--- src/rtl/apso_pkg.sv ---
`default_nettype none
package apso_pkg;
    // Core clock and timing.
    localparam int  CLK_MHZ              = 125;
    localparam int  TRANSFER_TIMEOUT_NS  = 25000;
    localparam int  FIRST_DATA_DELAY_NS  = 7000;
    localparam int  TIMEOUT_CYCLES       = (TRANSFER_TIMEOUT_NS * CLK_MHZ) / 1000;
    localparam int  DELAY_CYCLES         = (FIRST_DATA_DELAY_NS * CLK_MHZ) / 1000;
    // Gap of idle link clock that closes a transfer, well under the longest allowed.
    localparam int  IDLE_GAP_NS          = 20000;
    localparam int  IDLE_GAP_CYCLES      = (IDLE_GAP_NS * CLK_MHZ) / 1000;
    localparam int  ACK_PERIODS          = 3;
    localparam int  POS_BITS             = 26;
    localparam int  STAT_BITS            = 2;
    localparam int  CRC_BITS             = 6;

    // Register byte offsets.
    localparam logic [7:0] REG_CTRL      = 8'h00;
    localparam logic [7:0] REG_POSITION  = 8'h04;
    localparam logic [7:0] REG_STATUS    = 8'h08;
    localparam logic [7:0] REG_IRQ       = 8'h0C;
    localparam logic [7:0] REG_MASK      = 8'h10;
    localparam logic [7:0] REG_COUNT     = 8'h14;

    // Control field positions and reset value.
    localparam int  CTRL_FMT_LSB         = 0;
    localparam int  CTRL_RES_LSB         = 4;
    localparam int  CTRL_ERR_FLAG        = 8;
    localparam logic [31:0] CTRL_RESET   = 32'h0000_0001;

    // Interrupt bits.
    localparam int  IRQ_START            = 0;
    localparam int  IRQ_DONE             = 1;
    localparam int  IRQ_TIMEOUT          = 2;

    typedef enum logic [2:0] {
        cfg_programmable,
        cfg_plain_binary,
        cfg_even_parity,
        cfg_odd_parity,
        cfg_error_bit,
        cfg_even_parity_error,
        cfg_odd_parity_error,
        cfg_bidi_frame_binary
    } apso_fmt_t;

    typedef enum logic [2:0] {
        RES_500UM,
        RES_100UM,
        RES_50UM,
        RES_10UM,
        RES_5UM,
        RES_1UM
    } apso_res_t;
endpackage : apso_pkg
`default_nettype wire

--- src/rtl/apso_frame.sv ---
`default_nettype none
// Builds the outgoing word, left-aligned, and its length in bits.
module apso_frame
    import apso_pkg::*;
(
    input  wire logic [31:0] pos_um,
    input  wire logic [2:0]  fmt,
    input  wire logic [2:0]  res,
    input  wire logic        err_flag,
    output logic      [39:0] word,
    output logic      [5:0]  len
);
    logic [25:0] pos;
    logic [25:0] gray;
    logic        par;
    logic [5:0]  crc;
    integer      i;
    logic        fb;

    always_comb begin
        unique case (res)
            3'h0:    pos = 26'((pos_um / 32'd500));
            3'h1:    pos = 26'((pos_um / 32'd100));
            3'h2:    pos = 26'((pos_um / 32'd50));
            3'h3:    pos = 26'((pos_um / 32'd10));
            3'h4:    pos = 26'((pos_um / 32'd5));
            default: pos = pos_um[25:0];
        endcase
        gray = pos ^ (pos >> 1);
        par  = ^pos;
        crc  = 6'h00;
        for (i = 25; i >= 0; i = i - 1) begin
            fb  = crc[5] ^ pos[i];
            crc = {crc[4:0], 1'b0} ^ (fb ? 6'h03 : 6'h00);
        end
        for (i = 1; i >= 0; i = i - 1) begin
            fb  = crc[5] ^ (i == 1 ? ~err_flag : 1'b1);
            crc = {crc[4:0], 1'b0} ^ (fb ? 6'h03 : 6'h00);
        end
        word = 40'h00_0000_0000;
        len  = 6'd26;
        unique case (fmt)
            3'h0: word = {gray, 14'h0000};
            3'h2: begin word = {pos, par, 13'h0000}; len = 6'd27; end
            3'h3: begin word = {pos, ~par, 13'h0000}; len = 6'd27; end
            3'h4: begin word = {pos, err_flag, 13'h0000}; len = 6'd27; end
            3'h5: begin word = {pos, par, err_flag, 12'h000}; len = 6'd28; end
            3'h6: begin word = {pos, ~par, err_flag, 12'h000}; len = 6'd28; end
            3'h7: begin word = {pos, ~err_flag, 1'b1, ~crc, 6'h00}; len = 6'd34; end
            default: word = {pos, 14'h0000};
        endcase
    end
endmodule : apso_frame
`default_nettype wire

--- src/rtl/apso_serial_out.sv ---
// Design decisions made here: the register offsets and the AXI4-Lite register port.
`default_nettype none
//////////////////////////////////////////////////////////////////////////////
// Summary of operation
// - Device is idle and ready within 25 us after the last clock edge.
// - Synchronous serial data delay stays at or below 7 us.
// - Frame variant holds acknowledge for three clock periods before the start.
// - Position LSB weight follows configured resolution, 500 down to 1 um.
// - A configuration sends the position word Gray coded.
// - Even parity configuration appends a bit making the ones count even.
// - Odd parity configuration appends a bit making the ones count odd.
// - Error configuration appends an error indication bit.
// - Combined configurations append parity then the error bit.
//////////////////////////////////////////////////////////////////////////////
module apso_serial_out
    import apso_pkg::*;
(
    input  wire logic        aclk,
    input  wire logic        aresetn,
    input  wire logic [31:0] s_axi_awaddr,
    input  wire logic        s_axi_awvalid,
    output logic             s_axi_awready,
    input  wire logic [31:0] s_axi_wdata,
    input  wire logic [3:0]  s_axi_wstrb,
    input  wire logic        s_axi_wvalid,
    output logic             s_axi_wready,
    output logic      [1:0]  s_axi_bresp,
    output logic             s_axi_bvalid,
    input  wire logic        s_axi_bready,
    input  wire logic [31:0] s_axi_araddr,
    input  wire logic        s_axi_arvalid,
    output logic             s_axi_arready,
    output logic      [31:0] s_axi_rdata,
    output logic      [1:0]  s_axi_rresp,
    output logic             s_axi_rvalid,
    input  wire logic        s_axi_rready,
    input  wire logic        line_clock_pair,
    output logic             data_out,
    output logic             irq
);
    //////////////////////////////////////////////////////////////////////////
    typedef enum logic [2:0] {
        ST_IDLE,
        ST_ACK,
        ST_START,
        ST_SHIFT,
        ST_TAIL,
        ST_RECOVER
    } apso_state_t;

    typedef struct packed {
        logic        awready;
        logic        wready;
        logic        aw_got;
        logic        w_got;
        logic [7:0]  aw_addr;
        logic [31:0] w_data;
        logic [3:0]  w_strb;
        logic        bvalid;
        logic [1:0]  bresp;
        logic        arready;
        logic        rvalid;
        logic [31:0] rdata;
        logic [1:0]  rresp;
        logic [31:0] ctrl;
        logic [31:0] position;
        logic [2:0]  status;
        logic [2:0]  mask;
        logic [15:0] count;
        logic        clk_s1;
        logic        clk_s2;
        logic        clk_s3;
        apso_state_t state;
        logic [39:0] shreg;
        logic [5:0]  left;
        logic [1:0]  acks;
        logic [15:0] idle;
        logic        data;
        logic        irq;
    } apso_regs_t;

    apso_regs_t  r;
    apso_regs_t  next_r;
    logic [39:0] frame_word;
    logic [5:0]  frame_len;
    logic        fall;
    logic        rise;
    logic        bidi;
    logic [31:0] merged;
    integer      b;

    apso_frame u_frame (
        .pos_um   (r.position),
        .fmt      (r.ctrl[CTRL_FMT_LSB +: 3]),
        .res      (r.ctrl[CTRL_RES_LSB +: 3]),
        .err_flag (r.ctrl[CTRL_ERR_FLAG]),
        .word     (frame_word),
        .len      (frame_len)
    );

    //////////////////////////////////////////////////////////////////////////
    always_comb begin
        next_r = r;
        fall   = r.clk_s3 & ~r.clk_s2;
        rise   = ~r.clk_s3 & r.clk_s2;
        bidi   = (r.ctrl[CTRL_FMT_LSB +: 3] == 3'h7);
        merged = r.w_data;

        // Edges are detected from the second and third stages of the synchroniser.
        next_r.clk_s1 = line_clock_pair;
        next_r.clk_s2 = r.clk_s1;
        next_r.clk_s3 = r.clk_s2;

        // Write address and data are taken in either order.
        if (s_axi_awvalid && r.awready) begin
            next_r.aw_addr = s_axi_awaddr[7:0];
            next_r.aw_got  = 1'b1;
            next_r.awready = 1'b0;
        end
        if (s_axi_wvalid && r.wready) begin
            next_r.w_data = s_axi_wdata;
            next_r.w_strb = s_axi_wstrb;
            next_r.w_got  = 1'b1;
            next_r.wready = 1'b0;
        end
        if (r.aw_got && r.w_got && !r.bvalid) begin
            next_r.bvalid = 1'b1;
            next_r.bresp  = 2'b00;
            for (b = 0; b < 4; b = b + 1) begin
                if (!r.w_strb[b]) begin
                    merged[b*8 +: 8] = 8'h00;
                end
            end
            unique case (r.aw_addr)
                REG_CTRL: begin
                    for (b = 0; b < 4; b = b + 1) begin
                        if (r.w_strb[b]) begin
                            next_r.ctrl[b*8 +: 8] = r.w_data[b*8 +: 8];
                        end
                    end
                end
                REG_POSITION: begin
                    for (b = 0; b < 4; b = b + 1) begin
                        if (r.w_strb[b]) begin
                            next_r.position[b*8 +: 8] = r.w_data[b*8 +: 8];
                        end
                    end
                end
                REG_IRQ:  next_r.status = r.status & ~merged[2:0];
                REG_MASK: next_r.mask = merged[2:0];
                REG_STATUS, REG_COUNT: ;
                default:  next_r.bresp = 2'b10;
            endcase
        end
        if (r.bvalid && s_axi_bready) begin
            next_r.bvalid  = 1'b0;
            next_r.aw_got  = 1'b0;
            next_r.w_got   = 1'b0;
            next_r.awready = 1'b1;
            next_r.wready  = 1'b1;
        end

        // Reads answer one cycle after the address is taken.
        if (s_axi_arvalid && r.arready) begin
            next_r.arready = 1'b0;
            next_r.rvalid  = 1'b1;
            next_r.rresp   = 2'b00;
            unique case (s_axi_araddr[7:0])
                REG_CTRL:     next_r.rdata = r.ctrl;
                REG_POSITION: next_r.rdata = r.position;
                REG_STATUS:   next_r.rdata = {29'h0000000, r.state == ST_IDLE, bidi, r.data};
                REG_IRQ:      next_r.rdata = {29'h0000000, r.status};
                REG_MASK:     next_r.rdata = {29'h0000000, r.mask};
                REG_COUNT:    next_r.rdata = {16'h0000, r.count};
                default: begin
                    next_r.rdata = 32'h0000_0000;
                    next_r.rresp = 2'b10;
                end
            endcase
        end
        if (r.rvalid && s_axi_rready) begin
            next_r.rvalid  = 1'b0;
            next_r.arready = 1'b1;
        end

        // Idle counter restarts on every link clock edge.
        if (fall || rise) begin
            next_r.idle = 16'h0000;
        end else if (r.idle != 16'hFFFF) begin
            next_r.idle = r.idle + 16'h0001;
        end

        unique case (r.state)
            ST_IDLE: begin
                next_r.data = 1'b1;
                if (fall) begin
                    next_r.shreg = frame_word;
                    next_r.left  = frame_len;
                    next_r.acks  = 2'd0;
                    next_r.count = r.count + 16'h0001;
                    next_r.status[IRQ_START] = 1'b1;
                    next_r.state = bidi ? ST_ACK : ST_SHIFT;
                end
            end
            ST_ACK: begin
                next_r.data = 1'b0;
                if (rise) begin
                    // The start bit waits for the rise that closes the third full period.
                    if (r.acks == 2'(ACK_PERIODS)) begin
                        next_r.state = ST_START;
                        next_r.data  = 1'b1;
                    end else begin
                        next_r.acks = r.acks + 2'd1;
                    end
                end
            end
            ST_START: begin
                if (rise) begin
                    next_r.state = ST_SHIFT;
                    next_r.data  = 1'b0;
                end
            end
            ST_SHIFT: begin
                if (rise) begin
                    if (r.left == 6'd0) begin
                        next_r.data  = 1'b0;
                        next_r.state = ST_TAIL;
                        next_r.status[IRQ_DONE] = 1'b1;
                    end else begin
                        next_r.data  = r.shreg[39];
                        next_r.shreg = {r.shreg[38:0], 1'b0};
                        next_r.left  = r.left - 6'd1;
                    end
                end
            end
            ST_TAIL: begin
                // Line stays low until the link clock has been idle for IDLE_GAP_CYCLES.
                next_r.data = 1'b0;
                if (r.idle == 16'(IDLE_GAP_CYCLES)) begin
                    next_r.state = ST_RECOVER;
                end
            end
            ST_RECOVER: begin
                next_r.data  = 1'b1;
                next_r.state = ST_IDLE;
            end
            default: next_r.state = ST_IDLE;
        endcase

        if (r.state != ST_IDLE && r.state != ST_RECOVER && r.state != ST_TAIL
            && r.idle == 16'(IDLE_GAP_CYCLES)) begin
            next_r.state = ST_RECOVER;
            next_r.status[IRQ_TIMEOUT] = 1'b1;
        end

        // A new event beats a clear written in the same cycle.
        next_r.irq = |(next_r.status & r.mask);
    end

    //////////////////////////////////////////////////////////////////////////
    always_ff @(posedge aclk) begin
        if (!aresetn) begin
            r          <= '0;
            r.awready  <= 1'b1;
            r.wready   <= 1'b1;
            r.arready  <= 1'b1;
            r.ctrl     <= CTRL_RESET;
            r.clk_s1   <= 1'b1;
            r.clk_s2   <= 1'b1;
            r.clk_s3   <= 1'b1;
            r.state    <= ST_IDLE;
            r.data     <= 1'b1;
        end else begin
            r <= next_r;
        end
    end

    assign s_axi_awready = r.awready;
    assign s_axi_wready  = r.wready;
    assign s_axi_bresp   = r.bresp;
    assign s_axi_bvalid  = r.bvalid;
    assign s_axi_arready = r.arready;
    assign s_axi_rdata   = r.rdata;
    assign s_axi_rresp   = r.rresp;
    assign s_axi_rvalid  = r.rvalid;
    assign data_out      = r.data;
    assign irq           = r.irq;
endmodule : apso_serial_out
`default_nettype wire

--- config.mk ---
export PLATFORM = sky130hd
export DESIGN_NAME = apso_serial_out
export DESIGN_NICKNAME = d
export VERILOG_FILES = /design/src/rtl/apso_pkg.sv /design/src/rtl/apso_frame.sv /design/src/rtl/apso_serial_out.sv
export SDC_FILE = /design/constraint.sdc
export NUM_CORES = 1
export LEC_CHECK = 0
export ABC_AREA = 1
export BUFFER_PORTS_ARGS = -buffer_cell sky130_fd_sc_hd__buf_4
export CAP_MARGIN = 30
export CELL_PAD_IN_SITES_DETAIL_PLACEMENT = 1
export CELL_PAD_IN_SITES_GLOBAL_PLACEMENT = 1
export CORE_MARGIN = 2
export CORE_UTILIZATION = 30
export CTS_CLUSTER_DIAMETER = 60
export CTS_CLUSTER_SIZE = 25
export DETAILED_ROUTE_END_ITERATION = 10
export PLACE_DENSITY = 0.7
export SLEW_MARGIN = 15
export SYNTH_ARGS = -nofsm -noshare
export SYNTH_HDL_FRONTEND = slang
export SYNTH_HIERARCHICAL = 1
export SYNTH_SLANG_ARGS = --single-unit
--- constraint.sdc ---
create_clock -name aclk -period 65.4 [get_ports aclk]
set_input_delay 13.08 -clock aclk [delete_from_list [all_inputs] [get_ports aclk]]
set_output_delay 13.08 -clock aclk [all_outputs]
set_load 0.1 [all_outputs]
==> run_results.csv <==
group,metric,value,unit
critical_path,cp_common_cell,"nand2_1",
clock_network,cts-root-buf,"clkbuf_16",
route,drt_iter0_drc,1562,
layout,n_fill_cell,16400,
clock_network,cts_tree,"yes",
placed_design,io_buffers,100,
route,first_pass_iters,6,
floorplan,die_height,358,µm
critical_path,critPathKind,"flop to flop",
sta,period_share,92.1,%
layout,utilization,34.2,%
sta,holdWs,427,ps
synthesis,ys_types,79,
placed_design,hpwl,103,mm
global_routing,grt_max_degree,81,
floorplan,std_cell_rows,129,
synthesis,synthCells,6261,
route,drt_wl_total,127,mm
layout,layout-drive-gt1-share,17.9,%
synthesis,ys_seq_area_share,12.9,%
route,vias_per_cell,4.98,
clock_network,cts_htree_levels,1,
route,drc_errors,0,
floorplan,core,0.124,mm²
clock_network,clock_latency,560,ps
floorplan,ios,151,
sta,setup_viol,0,
synthesis,syn-cell-area,0.0376,mm²
global_routing,antenna_found_initial,0,
sta,slew_viol_final,0,
sta,slew_headroom,36.7,%
layout,area_growth,12.8,%
sta,timing.fmax,16.6,MHz
sta,max_slew.worst_pin.slew,947,ps
synthesis,synth-seq-cells,243,
outcome,status,"finished clean",
min_path,hp-class,"flop to flop",
route,vias,40200,
synthesis,yosysWarnings,6,
synthesis,synth_ff_type,"dfxtp_1",
critical_path,cp-start-kind,"flop",
synthesis,synth-edff-count,0,
clock_network,cts_buffers,24,
critical_path,max_stage_delay,390,ps
route,ant_nets,0,
global_routing,grt_use_total,19.2,%
sta,skew,26.9,ps
critical_path,cp.required,65880,ps
critical_path,cp_slowest_cell,"ha_1",
synthesis,avgSynthCellArea,6.01,µm²
layout,final_nets,6777,
clock_network,cts_max_path_buffers,3,
clock_network,numClockSinks,243,
floorplan,die_w,358,µm
route,avgRoutedWirePerCell,15.7,µm
clock_network,cts.clk_slew.worst_paths,80,ps
synthesis,synthArstFlopShare,0,%
global_routing,grt_pass1_vias,40800,
critical_path,critPathMaxFanout,17,
placed_design,gp_congestion,0.872,
layout,diodes,0,
flow_run,cap_violations,0,
global_routing,grt.overflow.total,0,
global_routing,grt_pass1_wl,207,mm
critical_path,cp.arrival,60720,ps
sta,hold_viol,0,
floorplan,initial_core_util,30.3,%
critical_path,end_kind,"flop",
sta,fin_crit,60250,ps
floorplan,die-area,0.128,mm²
[stage by stage]
step	TNS, ps	cell area (µm²)	setup WS (ps)	cells
2_1_floorplan	0	37600	1640	6267
3_3_place_gp	0	40100	505	7929
3_5_place_dp	-6710	40100	-1750	7930
4_1_cts	0	41200	16.0	7983
5_1_grt	-2420	42400	-680	8066
6_report	0	42400	5150	8066
[worst max-delay path, delay by kind of cell, from the launching register on]
family,cells,cell delay (ps)
adders and majority gates,30,9160
xor gates and xnor gates,2,360
DFF,1,370
and+or+nand+nor,236,25900
AOI/OAI and AO/OA,113,16050
buffers and inverters,85,8190
[final timing paths]
| kind | startpoint | end | slack (ps) | depth (start not counted) |
|---|---|---|---|---|
| worst min register to register | next_r[70] | next_r[69] | 430 | 1 |
| worst min-delay path | next_r[70] | next_r[69] | 430 | 1 |
| worst max register to register | r[131] | r[35] | 5150 | 466 |
| worst max-delay path | r[131] | r[35] | 5150 | 466 |
[cell usage after synthesis (all sizes together), types with 10 or more instances]
master / number / area (µm²)
nand2: 1790 / 7520
inv: 821 / 3100
nor2: 759 / 3520
nand3: 580 / 3800
o21ai: 476 / 2480
a21oi: 353 / 1800
ha: 257 / 3220
dfxtp: 243 / 4860
xor2: 189 / 1680
nand4: 155 / 1130
buf: 118 / 1030
xnor2: 104 / 911
clkbuf: 92 / 372
nor3: 58 / 349
nand3b: 42 / 319
or2: 37 / 231
clkinv: 25 / 111
o211ai: 21 / 158
o21bai: 21 / 173
o22ai: 17 / 106
a21o: 14 / 109
nor4: 13 / 81.3
o21a: 11 / 83.8
a211oi: 10 / 75.1
o31ai: 10 / 75.1
[state kept, by name, indices dropped and copies added, names as in the netlist]
register,flops
data_out,1
irq,1
next_r,2
r,200
s_axi_arready,1
s_axi_awready,1
s_axi_bresp,1
s_axi_bvalid,1
s_axi_rdata,32
s_axi_rresp,1
s_axi_rvalid,1
s_axi_wready,1
[per-layer routing]
metal	up-vias	wire, µm	global-route usage, %
met5	-	0	0
li1	20500	-	-
met1	19100	59700	24.9
met3	107	3040	1.09
met2	399	61800	34.9
met4	0	2240	3.71
[cell usage in the layout, fill, tap and decap left out, drive strengths merged, types with 10 or more instances in the layout]
master / instances
nand2: 1790
inv: 829
nor2: 760
nand3: 580
o21ai: 476
a21oi: 353
buf: 327
ha: 257
dfxtp: 243
xor2: 189
nand4: 155
xnor2: 104
nor3: 58
nand3b: 42
or2: 37
clkinv: 32
clkbuf: 26
o211ai: 21
o21bai: 21
o22ai: 17
a21o: 14
nor4: 13
o21a: 11
a211oi: 10
o31ai: 10
[repair_timing]
| item | CTS | global route |
|---|---|---|
| hold buffers | 0 | 0 |
| pin swaps | 2 | 83 |
| gates resized for setup | 28 | 192 |
| setup endpoints to repair | 5 | 8 |
| gates cloned | 1 | 2 |
| setup buffers | 9 | 80 |
[layout make-up]
cell class                      count  area (µm²)  share of cell area [%]
Multi-Input combinational cell   4966       28800                    67.9
Sequential cell                   243        4870                    11.5
Inverter                          848        3270                    7.70
Timing Repair Buffer              327        2540                    5.99
Tap cell                         1637        2050                    4.83
Clock buffer                       26         639                    1.51
Clock inverter                     17         256                   0.604
Timing Repair inverter              2        13.8                  0.0324
[logic make-up (layout without fill, tap and decap cells)]
logic type               Yosys count  after routing  synth area share, %
other                              2              8               0.0200
buffers and inverters           1059           1220                 12.3
adder cells (fa/ha/maj)          257            257                 8.55
AND/OR/NAND/NOR                 3450           3451                 45.4
AO/OA/AOI/OAI                    956            956                 13.9
XOR/XNOR                         293            293                 6.88
flip-flops                       243            243                 12.9
multiplexers                       1              1               0.0266
Power is left out: the tool's default activity adds up to more than one toggle a clock period on the data nets, which glitch-free logic cannot reach.
